File: config.mk
export PLATFORM = sky130hd
export DESIGN_NAME = pcg_port
export DESIGN_NICKNAME = d
export VERILOG_FILES = /design/src/common/pcg_pkg.sv /design/src/design/pcg_sync.sv /design/src/design/pcg_pad_ctl.sv /design/src/design/pcg_port.sv
export SDC_FILE = /design/constraint.sdc
export NUM_CORES = 1
export LEC_CHECK = 0
export BUFFER_PORTS_ARGS = -buffer_cell sky130_fd_sc_hd__buf_2
export CORE_MARGIN = 2
export CORE_UTILIZATION = 34
export DETAILED_ROUTE_END_ITERATION = 12
export PLACE_DENSITY = 0.59
export REMOVE_ABC_BUFFERS = 1
export SLEW_MARGIN = 20
export SYNTH_ARGS = -nofsm -noshare
export SYNTH_HDL_FRONTEND = slang
export SYNTH_SLANG_ARGS = --single-unit
File: constraint.sdc
create_clock -name ref_clk -period 3.13 [get_ports ref_clk]
set_input_delay 0.939 -clock ref_clk [delete_from_list [all_inputs] [get_ports ref_clk]]
set_output_delay 0.939 -clock ref_clk [all_outputs]
set_load 0.02 [all_outputs]
File: src/common/pcg_pkg.sv
package pcg_pkg;
   // ---------------------------------------------------------------
   // register map: word index, byte address is four times it
   // ---------------------------------------------------------------
   localparam int PCG_PORT_WIDTH = 8;
   localparam int PCG_IDX_LATCH = 2;
   localparam int PCG_IDX_DIR = 1;
   localparam int PCG_IDX_PULLDOWN = 3;
   localparam logic [11:0] PCG_OFF_LATCH = 12'(PCG_IDX_LATCH * 4);
   localparam logic [11:0] PCG_OFF_DIR = 12'(PCG_IDX_DIR * 4);
   localparam logic [11:0] PCG_OFF_PULLDOWN = 12'(PCG_IDX_PULLDOWN * 4);
   // ---------------------------------------------------------------
   // field positions, reset values, fixed read value and AHB transfer codes
   // ---------------------------------------------------------------
   localparam int PCG_LOWER_INH_BIT = 0;
   localparam int PCG_UPPER_INH_BIT = 1;
   localparam logic [7:0] PCG_DIR_RESET = 8'h00;
   localparam logic [1:0] PCG_INH_RESET = 2'h0;
   localparam logic [31:0] PCG_UNDEF_READ = 32'h00000000;
   localparam logic [1:0] PCG_HTRANS_NONSEQ = 2'h2;
   localparam logic [1:0] PCG_HTRANS_SEQ = 2'h3;
endpackage : pcg_pkg

File: src/design/pcg_sync.sv
`timescale 1ns/10ps
module pcg_sync
   import pcg_pkg::*;
#(
   parameter int WIDTH = 8
) (
   input wire logic ref_clk,
   input wire logic reset_n,
   input wire logic [WIDTH-1:0] async_in,
   output logic [WIDTH-1:0] sync_out
);
   typedef struct packed {
      logic [WIDTH-1:0] meta;
      logic [WIDTH-1:0] stable;
   } pcg_sync_state_t;
   pcg_sync_state_t s_q;
   pcg_sync_state_t s_d;

   always_comb begin
      s_d.meta = async_in;
      s_d.stable = s_q.meta;
   end

   always_ff @(posedge ref_clk or negedge reset_n) begin
      if (!reset_n) begin
         s_q <= '0;
      end else begin
         s_q <= s_d;
      end
   end

   assign sync_out = s_q.stable;
endmodule : pcg_sync

File: src/design/pcg_pad_ctl.sv
`timescale 1ns/10ps
module pcg_pad_ctl
   import pcg_pkg::*;
#(
   parameter int WIDTH = 8
) (
   input wire logic [WIDTH-1:0] dir,
   input wire logic [WIDTH-1:0] latch,
   input wire logic [1:0] nibble_inhibit,
   input wire logic mask_inhibit,
   output logic [WIDTH-1:0] pin_out,
   output logic [WIDTH-1:0] pin_oe,
   output logic [WIDTH-1:0] pulldown_en
);
   always_comb begin
      pin_out = latch;
      pin_oe = dir;
      for (int i = 0; i < WIDTH; i++) begin
         // upper half follows upper inhibit bit
         pulldown_en[i] = !mask_inhibit && !dir[i] &&
            !nibble_inhibit[(i >= WIDTH/2) ? PCG_UPPER_INH_BIT
                                           : PCG_LOWER_INH_BIT];
      end
   end
endmodule : pcg_pad_ctl

File: src/design/pcg_port.sv
// Chosen here: register access over AHB-Lite.
`timescale 1ns/10ps
module pcg_port
   import pcg_pkg::*;
#(
   parameter int WIDTH = PCG_PORT_WIDTH
) (
   input wire logic ref_clk,
   input wire logic reset_n,
   input wire logic hsel,
   input wire logic [11:0] haddr,
   input wire logic [1:0] htrans,
   input wire logic hwrite,
   input wire logic [2:0] hsize,
   input wire logic [31:0] hwdata,
   input wire logic hready,
   output logic [31:0] hrdata,
   output logic hreadyout,
   output logic hresp,
   input wire logic mask_pulldown_inhibit,
   input wire logic [WIDTH-1:0] pin_in,
   output logic [WIDTH-1:0] pin_out,
   output logic [WIDTH-1:0] pin_oe,
   output logic [WIDTH-1:0] pulldown_en
);
   // ---------------------------------------------------------------
   // state
   // ---------------------------------------------------------------
   // latch sits apart: it has no reset at all, so it keeps its value
   typedef struct packed {
      logic [WIDTH-1:0] dir;
      logic [1:0] inhibit;
      logic wr_pend;
      logic [11:0] wr_addr;
      logic [31:0] rdata;
   } pcg_state_t;
   pcg_state_t s_q;
   pcg_state_t s_d;
   logic [WIDTH-1:0] latch_q;
   logic [WIDTH-1:0] latch_d;
   logic [WIDTH-1:0] pin_sync;
   logic addr_valid;
   logic [WIDTH-1:0] port_view;

   function automatic logic [31:0] pcg_widen(input logic [WIDTH-1:0] v);
      pcg_widen = 32'h00000000;
      pcg_widen[WIDTH-1:0] = v;
   endfunction : pcg_widen

   pcg_sync #(.WIDTH(WIDTH)) u_sync (
      .ref_clk(ref_clk),
      .reset_n(reset_n),
      .async_in(pin_in),
      .sync_out(pin_sync)
   );

   // ---------------------------------------------------------------
   // bus slave: zero wait states, writes land at end of data phase
   // ---------------------------------------------------------------
   assign addr_valid = hsel && hready &&
      (htrans == PCG_HTRANS_NONSEQ || htrans == PCG_HTRANS_SEQ);
   assign hreadyout = 1'b1;
   assign hresp = 1'b0;
   assign hrdata = s_q.rdata;
   // per-bit select between latch and pin
   assign port_view = (s_q.dir & latch_q) | (~s_q.dir & pin_sync);

   always_comb begin
      s_d = s_q;
      latch_d = latch_q;
      s_d.wr_pend = 1'b0;
      if (s_q.wr_pend) begin
         case (s_q.wr_addr)
            PCG_OFF_LATCH: begin
               latch_d = hwdata[WIDTH-1:0];
            end
            PCG_OFF_DIR: begin
               s_d.dir = hwdata[WIDTH-1:0];
            end
            PCG_OFF_PULLDOWN: begin
               // the mask option freezes software control
               if (!mask_pulldown_inhibit) begin
                  s_d.inhibit = hwdata[1:0];
               end
            end
            default: begin
            end
         endcase
      end
      if (addr_valid) begin
         s_d.wr_pend = hwrite;
         s_d.wr_addr = haddr;
         if (!hwrite) begin
            case (haddr)
               PCG_OFF_LATCH: s_d.rdata = pcg_widen(port_view);
               PCG_OFF_DIR: s_d.rdata = pcg_widen(s_q.dir);
               // write-only: reads give a fixed don't-care value
               PCG_OFF_PULLDOWN: s_d.rdata = PCG_UNDEF_READ;
               default: s_d.rdata = 32'h00000000;
            endcase
         end
      end
   end

   always_ff @(posedge ref_clk or negedge reset_n) begin
      if (!reset_n) begin
         s_q.dir <= PCG_DIR_RESET;
         s_q.inhibit <= PCG_INH_RESET;
         s_q.wr_pend <= 1'b0;
         s_q.wr_addr <= 12'h000;
         s_q.rdata <= 32'h00000000;
      end else begin
         s_q <= s_d;
      end
   end

   // no reset term: contents survive reset
   always_ff @(posedge ref_clk) begin
      latch_q <= latch_d;
   end

   pcg_pad_ctl #(.WIDTH(WIDTH)) u_pad (
      .dir(s_q.dir),
      .latch(latch_q),
      .nibble_inhibit(s_q.inhibit),
      .mask_inhibit(mask_pulldown_inhibit),
      .pin_out(pin_out),
      .pin_oe(pin_oe),
      .pulldown_en(pulldown_en)
   );

   // ---------------------------------------------------------------
   // checks
   // ---------------------------------------------------------------
   property p_reset_dir;
      @(posedge ref_clk) $rose(reset_n) |-> (pin_oe == '0);
   endproperty
   a_reset_dir: assert property (p_reset_dir)
      else $error("direction not cleared by reset");

   property p_oe_dir;
      @(posedge ref_clk) disable iff (!reset_n) pin_oe == s_q.dir;
   endproperty
   a_oe_dir: assert property (p_oe_dir)
      else $error("output enable differs from direction");

   property p_drive;
      @(posedge ref_clk) disable iff (!reset_n)
         ((pin_out & pin_oe) == (latch_q & s_q.dir));
   endproperty
   a_drive: assert property (p_drive)
      else $error("driven pin not from latch");

   property p_pd_off_out;
      @(posedge ref_clk) disable iff (!reset_n) (pulldown_en & pin_oe) == '0;
   endproperty
   a_pd_off_out: assert property (p_pd_off_out)
      else $error("pulldown on with output");

   property p_mask;
      @(posedge ref_clk) disable iff (!reset_n)
         mask_pulldown_inhibit |-> pulldown_en == '0;
   endproperty
   a_mask: assert property (p_mask)
      else $error("pulldown on under mask option");

   property p_dir_write;
      @(posedge ref_clk) disable iff (!reset_n)
         (s_q.wr_pend && s_q.wr_addr == PCG_OFF_DIR)
            |=> s_q.dir == $past(hwdata[WIDTH-1:0]);
   endproperty
   a_dir_write: assert property (p_dir_write)
      else $error("direction write lost");

   property p_latch_write;
      @(posedge ref_clk) disable iff (!reset_n)
         (s_q.wr_pend && s_q.wr_addr == PCG_OFF_LATCH)
            |=> latch_q == $past(hwdata[WIDTH-1:0]);
   endproperty
   a_latch_write: assert property (p_latch_write)
      else $error("latch write lost");

   property p_read_port;
      @(posedge ref_clk) disable iff (!reset_n)
         (addr_valid && !hwrite && haddr == PCG_OFF_LATCH)
            |=> hrdata[WIDTH-1:0] ==
               (($past(s_q.dir) & $past(latch_q)) |
                (~$past(s_q.dir) & $past(pin_sync)));
   endproperty
   a_read_port: assert property (p_read_port)
      else $error("port read value wrong");

   property p_nibble;
      @(posedge ref_clk) disable iff (!reset_n)
         (!mask_pulldown_inhibit && s_q.inhibit[PCG_UPPER_INH_BIT] == 1'b0)
            |-> pulldown_en[WIDTH-1:WIDTH/2] == ~s_q.dir[WIDTH-1:WIDTH/2];
   endproperty
   a_nibble: assert property (p_nibble)
      else $error("upper pulldown mismatch");

   property p_nibble_lo;
      @(posedge ref_clk) disable iff (!reset_n)
         (!mask_pulldown_inhibit && s_q.inhibit[PCG_LOWER_INH_BIT] == 1'b0)
            |-> pulldown_en[WIDTH/2-1:0] == ~s_q.dir[WIDTH/2-1:0];
   endproperty
   a_nibble_lo: assert property (p_nibble_lo)
      else $error("lower pulldown mismatch");

   property p_lo_inh_off;
      @(posedge ref_clk) disable iff (!reset_n)
         s_q.inhibit[PCG_LOWER_INH_BIT]
            |-> pulldown_en[WIDTH/2-1:0] == '0;
   endproperty
   a_lo_inh_off: assert property (p_lo_inh_off)
      else $error("lower pulldown on while inhibited");

   property p_hi_inh_off;
      @(posedge ref_clk) disable iff (!reset_n)
         s_q.inhibit[PCG_UPPER_INH_BIT]
            |-> pulldown_en[WIDTH-1:WIDTH/2] == '0;
   endproperty
   a_hi_inh_off: assert property (p_hi_inh_off)
      else $error("upper pulldown on while inhibited");

   property p_mask_freeze;
      @(posedge ref_clk) disable iff (!reset_n)
         mask_pulldown_inhibit |=> s_q.inhibit == $past(s_q.inhibit);
   endproperty
   a_mask_freeze: assert property (p_mask_freeze)
      else $error("pulldown register changed under mask option");

   property p_reset_pd;
      @(posedge ref_clk) $rose(reset_n)
         |-> pulldown_en == {WIDTH{!mask_pulldown_inhibit}};
   endproperty
   a_reset_pd: assert property (p_reset_pd)
      else $error("pulldowns not enabled by reset");

   property p_dir_hold;
      @(posedge ref_clk) disable iff (!reset_n)
         !(s_q.wr_pend && s_q.wr_addr == PCG_OFF_DIR)
            |=> s_q.dir == $past(s_q.dir);
   endproperty
   a_dir_hold: assert property (p_dir_hold)
      else $error("direction changed without a write");

   property p_inh_hold;
      @(posedge ref_clk) disable iff (!reset_n)
         !(s_q.wr_pend && s_q.wr_addr == PCG_OFF_PULLDOWN)
            |=> s_q.inhibit == $past(s_q.inhibit);
   endproperty
   a_inh_hold: assert property (p_inh_hold)
      else $error("pulldown register changed without a write");

   property p_read_dir;
      @(posedge ref_clk) disable iff (!reset_n)
         (addr_valid && !hwrite && haddr == PCG_OFF_DIR)
            |=> hrdata == pcg_widen($past(s_q.dir));
   endproperty
   a_read_dir: assert property (p_read_dir)
      else $error("direction read value wrong");

   property p_read_pd;
      @(posedge ref_clk) disable iff (!reset_n)
         (addr_valid && !hwrite && haddr == PCG_OFF_PULLDOWN)
            |=> hrdata == PCG_UNDEF_READ;
   endproperty
   a_read_pd: assert property (p_read_pd)
      else $error("pulldown register read value wrong");

   property p_cov_write;
      @(posedge ref_clk) disable iff (!reset_n) addr_valid && hwrite;
   endproperty
   c_cov_write: cover property (p_cov_write);

   property p_cov_read;
      @(posedge ref_clk) disable iff (!reset_n) addr_valid && !hwrite;
   endproperty
   c_cov_read: cover property (p_cov_read);

   property p_cov_pd;
      @(posedge ref_clk) disable iff (!reset_n) pulldown_en != '0;
   endproperty
   c_cov_pd: cover property (p_cov_pd);

   property p_cov_mask_wr;
      @(posedge ref_clk) disable iff (!reset_n)
         mask_pulldown_inhibit && s_q.wr_pend &&
         s_q.wr_addr == PCG_OFF_PULLDOWN;
   endproperty
   c_cov_mask_wr: cover property (p_cov_mask_wr);

   property p_cov_mixed;
      @(posedge ref_clk) disable iff (!reset_n)
         addr_valid && !hwrite && haddr == PCG_OFF_LATCH &&
         s_q.dir != '0 && s_q.dir != '1;
   endproperty
   c_cov_mixed: cover property (p_cov_mixed);
endmodule : pcg_port

After elaboration in Yosys (flattened, before gate mapping)
Cells that the tools add are included.
- muxes and demuxes: 3
- equal/unequal tests: 7
- reductions and logical operators: 34
- bitwise logic cells: 6
- operator list (operator ; number):
    two-way mux 45 bit ; 1
    equality test 12 x 4 -> 1 bit, second input constant ; 3
    two-way mux 32 bit ; 1
    equality test 12 x 3 -> 1 bit, second input constant ; 2
    logical AND 1 bit ; 18
    AND 8 bit ; 2
    one-hot mux 8 bit (2 select lines) ; 1
    zero test 1 bit ; 11
    NOT 8 bit ; 1
    bitwise OR 8 bit ; 1
    AND reduction 2 bit ; 3
    equality test 2 bit, second input constant ; 2
    AND reduction 3 bit ; 1
    NOT 1 bit ; 2
    logical OR 1 bit ; 1
- bits of input ports: 63
- output and inout port bits: 58
- bits in registers: 79
- logic and storage cells: 58

Depth between registers and ports, before layout
Gate-level depths: netlist of the first run.
- word-level depth: 6
- mapped depth: 5
- mapped depth without buffers: 4

Hierarchy
From an unflattened synthesis of the first run, not the netlist that was laid out.
- cells, all modules: 193
- area, all modules: 2561.2 µm²
- modules (own cells, without submodules) (module ; cells an instance ; seq. area each (µm²) ; instances ; area an instance (µm²)):
    pcg_port ; 152 ; 1016.0 ; 1 ; 1949.4
    pcg_sync ; 16 ; 400.4 ; 1 ; 400.4
    pcg_pad_ctl ; 25 ; 0.0 ; 1 ; 211.5

Least setup slack after synthesis of the first run
OpenSTA, ideal clock, no wires.
- path type: register to register
- start point: register s_q[33] (netlist bit)
- end point: register latch_q[0] (enable)
- clock period less this slack: 2624 ps
- library setup time: 395 ps
- required time: 2735 ps
- cell stages (with the launch flop): 4
- arrival time: 2229 ps
- slack: 506 ps
- path buffers: 0
- cells stage by stage: dfrtp_1 -> or4_4 -> or4b_4 -> nor4_1
- longest elaborated chain between the ends: 2
- ends and longest elaborated chain (what ; RTL line ; RTL):
    start, declared ; pcg_port.sv:37 ; pcg_state_t s_q;
    equality test 12 x 4 -> 1 bit ; pcg_port.sv:73 ; case (s_q.wr_addr)
    AND reduction 2 bit (no source line) ; - ;
    end signal, assigned ; pcg_port.sv:119 ; latch_q <= latch_d;
    end, declared ; pcg_port.sv:39 ; logic [WIDTH-1:0] latch_q;
No other way between the ends.
A chain may end at the register's enable or synchronous reset.

Worst setup path after layout of the first run
- start point: input port mask_pulldown_inhibit
- end point: output port pulldown_en[1]
- longest elaborated chain between the ends: 3
- ends and longest elaborated chain (what ; RTL line ; RTL):
    start, declared ; pcg_port.sv:20 ; input wire logic mask_pulldown_inhibit,
    zero test 1 bit ; pcg_pad_ctl.sv:20 ; pulldown_en[i] = !mask_inhibit && !dir[i] &&
    logical AND 1 bit (2 in a row) ; pcg_pad_ctl.sv:20 ;
    end, declared ; pcg_port.sv:24 ; output logic [WIDTH-1:0] pulldown_en
No other way between the ends.

==> results.py, run 1 <==
metrics = {
    "clocking": {
        "cts_resized": 0,
        "clkSinkCount": 55,
        "cts_tree": "built",
        "cts_buffers": 5,
        "path_clk_slew_ps": 100,
        "cts_hold_buf": 0,
        "post_cts_buffers": 0,
        "cts_buffer_depth": 2,
        "cts_root_buf": "clkbuf_8",
        "h-tree-depth": 2,
        "clk_latency_ps": 300,
    },
    "die": {
        "fp.dieArea_mm2": 0.007912,
        "start_util_pct": 35.53,
        "rows": 30,
        "die_w_um": 88.95,
        "io_pins": 121,
        "die_h_um": 88.95,
        "core_area_mm2": 0.006907,
    },
    "grt": {
        "grt.overflow.total": 0,
        "antenna_found_initial": 0,
        "grt_pass1_vias": 1412,
        "grtUsageTotal_pct": 12.38,
        "grt_max_degree": 34,
        "grt_pass1_wl_um": 7245,
    },
    "placed_design": {
        "placed_area_mm2": 0.002711,
        "finalWeightedCongestion": 0.7209,
        "numPortBuffers": 66,
        "hpwl_um": 3610,
        "post-place-cells": 335,
    },
    "finish": {
        "finalInstanceArea_mm2": 0.002833,
        "regArea_mm2": 0.001416,
        "fillCellCount": 683,
        "num_antenna_cells": 0,
        "final_util_pct": 41.01,
        "drive_above_1_share_pct": 46.96,
        "multi_input_area_um2": 792.0,
        "area_growth_pct": 15.45,
        "layout.nets": 309,
        "final_cell_count_no_fill": 343,
    },
    "synthesis": {
        "synth_fa_ha_area_share_pct": 0,
        "syn-instance-count": 188,
        "synth.area.mux_share_pct": 14.07,
        "synth_top_family_by_area": "multiplexers",
        "synth.avg_cell_area_um2": 13.05,
        "synth_xor_area_share_pct": 0,
        "synth_warnings": 0,
        "synth-simple-area-share_pct": 10.71,
        "ys_seq_area_share_pct": 57.73,
        "synth_area_mm2": 0.002454,
        "synth_seq_cells": 55,
        "synth_cell_types": 27,
        "synth_compound_area_share_pct": 3.264,
    },
    "sta": {
        "setup_violations": 0,
        "period_needed_ps": 2562,
        "fin_crit_sh_pct": 81.86,
        "fmax_mhz": 390.3,
        "slew_violations": 0,
        "fin_hold_ws_ps": 356.2,
        "worst_slew_pin_slew_ps": 715.5,
        "fin_setup_tns_ps": 0,
        "fin_skew_ps": 6.009,
        "rsz0062_at_grt": "false",
        "final_hold_viol_count": 0,
        "slew_headroom_pct": 52.30,
    },
    "setup_path": {
        "worst_ep_required_time_ps": 2190,
        "path_max_fanout": 9,
        "worstPathArrival_ps": 1620,
        "worstSetupPathType": "input pin to output pin",
        "worstRegToRegCells": 4,
        "r2r_end": "s_q[45]$_DFFE_PN0P_",
        "end_kind": "output pin",
        "critical_path.startpoint_type": "input pin",
        "r2r_start": "s_q[33]$_DFFE_PN0P_",
        "r2r_slack_ps": 690,
    },
    "hold_path": {
        "worstHoldPathCells": 0,
        "hold_end": "u_sync.sync_out[1]$_DFF_PN0_",
        "hold_path.startpoint": "u_sync.s_d[1]$_DFF_PN0_",
        "hold_class": "flip-flop to flip-flop",
    },
    "detailed_routing": {
        "routedWlPerCell_um": 13.81,
        "drtPass1Iterations": 4,
        "drt_iter0_drc": 50,
        "vias_per_cell": 4.414,
        "wl_um": 4736,
        "ant_nets": 0,
        "drc": 0,
        "via_count": 1514,
    },
    "power": {
        "power_density_mw_per_mm2": 531.1,
        "p_leak_nw": 1.347,
        "ir_worst_vdd_uv": 173.4,
    },
    "run_status": {
        "status": "finished, final reports clean",
    },
    "run": {
        "maxCapViolations": 0,
    },
}
kinds of logic after synthesis:
group / after synthesis
AO/OA/AOI/OAI: 10
other: 2
multiplexers: 30
flip-flops: 55
buffers and inverters: 47
AND/OR/NAND/NOR: 44
report_power, final:
part           switching, mW  leakage (nW)  internal (mW)
Clock                  0.230        0.0618          0.263
Combinational          0.119         0.632         0.0783
Sequential            0.0333         0.653          0.781
Total                  0.382          1.35           1.12
worst max-delay path, cell delays in order:
cell and delay (ps):
buf_2 170, nor3_1 290, buf_2 230
cells in the mapped netlist:
| cell | instances | area share [%] |
|---|---|---|
| buf_6 | 1 | 0.46 |
| mux2_2 | 28 | 13 |
| nor2b_1 | 2 | 0.51 |
| nor4b_1 | 2 | 0.71 |
| nor4_1 | 1 | 0.26 |
| or4_1 | 3 | 0.92 |
| a221oi_1 | 6 | 2.1 |
| or3_1 | 2 | 0.51 |
| or2_2 | 1 | 0.26 |
| nand2_1 | 3 | 0.46 |
| nor4_4 | 1 | 0.87 |
| nor2_1 | 15 | 2.3 |
| buf_4 | 42 | 13 |
| dfrtp_1 | 47 | 48 |
| nand2b_1 | 2 | 0.51 |
| a22oi_1 | 1 | 0.31 |
| edfxtp_1 | 8 | 9.8 |
| clkbuf_1 | 2 | 0.31 |
| or4_4 | 1 | 0.46 |
| a21oi_1 | 1 | 0.20 |
| mux2_4 | 2 | 1.2 |
| o31ai_1 | 2 | 0.61 |
| nor3_1 | 8 | 1.6 |
| or4b_4 | 2 | 1.1 |
| nand3_1 | 1 | 0.20 |
| inv_1 | 2 | 0.31 |
| conb_1 | 2 | 0.31 |
layout make-up:
| type | instances | area share [%] |
|---|---|---|
| sequential | 55 | 50.00 |
| multi-input combinational | 110 | 27.96 |
| timing repair buffer | 72 | 13.25 |
| tap | 96 | 4.240 |
| clock buffer | 6 | 2.915 |
| clock inverter | 2 | 1.369 |
| inverter | 2 | 0.2650 |
registers in the layout, indices dropped and copies added, names as in the netlist:
signal           flops
hrdata               8
latch_q              8
s_q                 23
u_sync.s_d           8
u_sync.sync_out      8
worst max-delay path by stage:
stage,start,end,depth (start not counted)
CTS,mask_pulldown_inhibit,pulldown_en[1],3
global route,mask_pulldown_inhibit,pulldown_en[1],3
detailed placement,mask_pulldown_inhibit,pulldown_en[1],3
floorplan,s_q[33]$_DFFE_PN0P_,latch_q[0]$_DFFE_PP_,3
global placement,mask_pulldown_inhibit,pulldown_en[1],3
finish,mask_pulldown_inhibit,pulldown_en[1],3
stage by stage:
step	power (mW)	setup WS (ps)
finish	1.504	567.6
global route	1.588	563.6
CTS	1.524	615.2
detailed placement	1.029	615.5
global placement	1.024	608.7
floorplan	0.9439	506.4
layout by cell type, fill, tap and decap left out, types with 2 or more instances in the layout:
cell type and n:
edfxtp_1 8, nor3_1 8, conb_1 26, nor2b_1 2, dfrtp_1 47, o31ai_1 2
buf_2 66, nor2_1 15, nor4b_1 2, or3_1 2, mux2_4 2, buf_4 6
nand2_1 3, or4_1 3, mux2_2 28, or4b_4 2, inv_1 2, a221oi_1 6
clkbuf_8 6, nand2b_1 2
metal layers:
layer  share of wire, %  track usage [%]  vias to the layer above  wire length, um
li1                   -                -                      708                -
met1                 46            16.73                      729             2164
met2                 46            19.54                       67             2162
met3                7.2            3.693                       10              339
met4                1.5            3.528                        0               70
met5                  0                0                        -                0
(Power assumes the default switching activity.)
==> run 2: changes to the inputs <==
--- a/config.mk
+++ b/config.mk
@@ -5,11 +5,12 @@
 export SDC_FILE = /design/constraint.sdc
 export NUM_CORES = 1
 export LEC_CHECK = 0
+export ABC_AREA = 1
 export BUFFER_PORTS_ARGS = -buffer_cell sky130_fd_sc_hd__buf_2
 export CORE_MARGIN = 2
 export CORE_UTILIZATION = 34
 export DETAILED_ROUTE_END_ITERATION = 12
-export PLACE_DENSITY = 0.59
+export PLACE_DENSITY = 0.58
 export REMOVE_ABC_BUFFERS = 1
 export SLEW_MARGIN = 20
 export SYNTH_ARGS = -nofsm -noshare
==> constraint.sdc (replaced) <==
create_clock -name ref_clk -period 2.4 [get_ports ref_clk]
set_input_delay 0.72 -clock ref_clk [delete_from_list [all_inputs] [get_ports ref_clk]]
set_output_delay 0.72 -clock ref_clk [all_outputs]
set_load 0.02 [all_outputs]
==> run 2 against run 1 <==
Effect of this change:
- synthesized cell count grew 44%
- register-to-register slack improved by 110 ps
- clock power is 6.7% higher
- worst hold slack worse by 0.94 ps
- core utilization shrank 2.2 points
- global-route usage grew 0.72 points
==> results.py, run 2 <==
metrics = {
    "sta": {
        "rsz0062_at_grt": "false",
        "fmax_mhz": 503.3,
        "fin_skew_ps": 8.564,
        "period_needed_ps": 1987,
        "slew_headroom_pct": 59.32,
        "fin_hold_ws_ps": 355.2,
        "setup_violations": 0,
        "slew_violations": 0,
        "fin_crit_sh_pct": 82.79,
        "fin_setup_tns_ps": 0,
        "worst_slew_pin_slew_ps": 610.2,
        "final_hold_viol_count": 0,
    },
    "finish": {
        "drive_above_1_share_pct": 31.29,
        "final_common_cell": "nand2_1",
        "final_cell_count_no_fill": 428,
        "fillCellCount": 795,
        "layout.nets": 388,
        "regArea_mm2": 0.001416,
        "top_register": "s_q",
        "multi_input_area_um2": 893.4,
        "area_growth_pct": 12.06,
        "num_antenna_cells": 0,
        "layout_common_cells": "nand2_1 (69), buf_2 (66), dfrtp_1 (47)",
        "largest_reg_flops": 23,
        "finalInstanceArea_mm2": 0.002953,
    },
    "setup_path": {
        "r2r_end": "latch_q[2]$_DFFE_PP_",
        "startpoint": "mask_pulldown_inhibit",
        "worstSetupPathType": "input pin to output pin",
        "worstRegToRegCells": 6,
        "worstPathArrival_ps": 1270,
        "end_kind": "output pin",
        "worst_ep_required_time_ps": 1680,
        "crit_path_end": "pulldown_en[4]",
        "r2r_slack_ps": 800,
        "r2r_start": "s_q[37]$_DFFE_PN0P_",
        "critical_path.startpoint_type": "input pin",
        "path_max_fanout": 9,
    },
    "clocking": {
        "clk_latency_ps": 300,
        "cts_hold_buf": 0,
        "cts_buffer_depth": 2,
        "cts_resized": 0,
        "post_cts_buffers": 0,
        "cts_tree": "built",
        "cts_root_buf": "clkbuf_8",
        "cts_buffers": 5,
        "h-tree-depth": 2,
        "path_clk_slew_ps": 90,
        "clkSinkCount": 55,
    },
    "synthesis": {
        "netlist_top_cells_area": "dfrtp_1 (45%), buf_4 (12%), nand2_1 (9.8%)",
        "synth_xor_area_share_pct": 0,
        "synth-edff-count": 8,
        "synth_commonest_cells": "nand2_1 (69), dfrtp_1 (47), buf_4 (43)",
        "ys_seq_area_share_pct": 53.75,
        "synthArstFlopShare_pct": 85.45,
        "synth.avg_cell_area_um2": 9.723,
        "synth_warnings": 0,
        "synth_area_mm2": 0.002635,
        "syn-instance-count": 271,
        "synth.area.mux_share_pct": 2.564,
        "synth_seq_cells": 55,
        "synth_most_common_cell": "nand2_1",
        "synth_fa_ha_area_share_pct": 0,
        "yosysTopAreaCell": "dfrtp_1",
        "synth_cell_types": 22,
        "synth_compound_area_share_pct": 3.419,
        "synth-main-ff-cell": "dfrtp_1",
        "yosysTopAreaCellShare_pct": 44.63,
        "synth-simple-area-share_pct": 24.22,
        "synth_top_family_by_area": "simple AND/OR/NAND/NOR gates",
    },
    "die": {
        "rows": 32,
        "fp.dieArea_mm2": 0.008470,
        "start_util_pct": 34.64,
        "core_area_mm2": 0.007607,
        "die_h_um": 92.04,
        "die_w_um": 92.04,
        "io_pins": 121,
    },
    "grt": {
        "grt_pass1_wl_um": 8466,
        "grt_pass1_vias": 1672,
        "grt_max_degree": 48,
        "grt.overflow.total": 0,
        "antenna_found_initial": 0,
        "grtUsageTotal_pct": 13.10,
    },
    "detailed_routing": {
        "vias_per_cell": 4.271,
        "drc": 0,
        "routedWlPerCell_um": 12.57,
        "wl_um": 5382,
        "via_count": 1828,
        "ant_nets": 0,
        "drt_iter0_drc": 96,
        "drtPass1Iterations": 4,
    },
    "power": {
        "p_leak_nw": 1.597,
        "power_mw": 1.753,
        "power_density_mw_per_mm2": 593.5,
        "ir_worst_vdd_uv": 221.2,
    },
    "placed_design": {
        "placed_area_mm2": 0.002861,
        "finalWeightedCongestion": 0.7457,
        "hpwl_um": 3790,
        "post-place-cells": 420,
        "numPortBuffers": 66,
    },
    "run_status": {
        "status": "finished, final reports clean",
    },
    "hold_path": {
        "hold_class": "flip-flop to flip-flop",
    },
    "run": {
        "maxCapViolations": 0,
    },
}
## run 2: where the power goes
part | internal, mW | switching [mW]
Combinational | 0.0658 | 0.131
Clock | 0.234 | 0.292
Sequential | 0.998 | 0.0323
Total | 1.30 | 0.455
## run 2: worst min path at each step
stage                            start                            to  slack, ps  depth (start not counted)
6_report       u_sync.s_d[5]$_DFF_PN0_  u_sync.sync_out[5]$_DFF_PN0_        360                          0
5_1_grt        u_sync.s_d[2]$_DFF_PN0_  u_sync.sync_out[2]$_DFF_PN0_        360                          0
4_1_cts        u_sync.s_d[2]$_DFF_PN0_  u_sync.sync_out[2]$_DFF_PN0_        360                          0
3_5_place_dp   u_sync.s_d[2]$_DFF_PN0_  u_sync.sync_out[2]$_DFF_PN0_        330                          0
3_3_place_gp   u_sync.s_d[3]$_DFF_PN0_  u_sync.sync_out[3]$_DFF_PN0_        330                          0
2_1_floorplan  u_sync.s_d[0]$_DFF_PN0_  u_sync.sync_out[0]$_DFF_PN0_        330                          0
## run 2: stage by stage
| step | worst slack, ps | util (%) |
|---|---|---|
| final | 412.9 | 38.82 |
| after CTS | 398.2 | 38.82 |
| after floorplan | 475.4 | - |
| after global routing | 298.7 | 38.82 |
| after detailed placement | 397.0 | 37.62 |
| after global placement | 413.4 | 37.62 |
## run 2: metal layers
layer | wire length, um | global-route usage (%) | part of all wire, %
met2 | 2422 | 20.28 | 45
met4 | 78 | 3.731 | 1.4
met5 | 0 | 0 | 0
met1 | 2497 | 18.28 | 46
met3 | 383 | 3.287 | 7.1
## run 2: final cells by class
class | instances | share of cell area [%]
inverters | 19 | 2.415
repair buffers | 69 | 11.95
well taps | 102 | 4.322
flip-flops and latches | 55 | 47.97
multi-input cells | 175 | 30.25
clock buffers | 7 | 2.924
clock inverters | 1 | 0.1695
## run 2: kinds of logic after synthesis
group | Yosys count
compound gates | 18
buf+inv | 65
simple gates | 125
other cells | 2
mux | 6
flops | 55
## run 2: worst max-delay path: stages
cell and delay, ps:
buf_2 180, nor3_1 180, buf_2 190
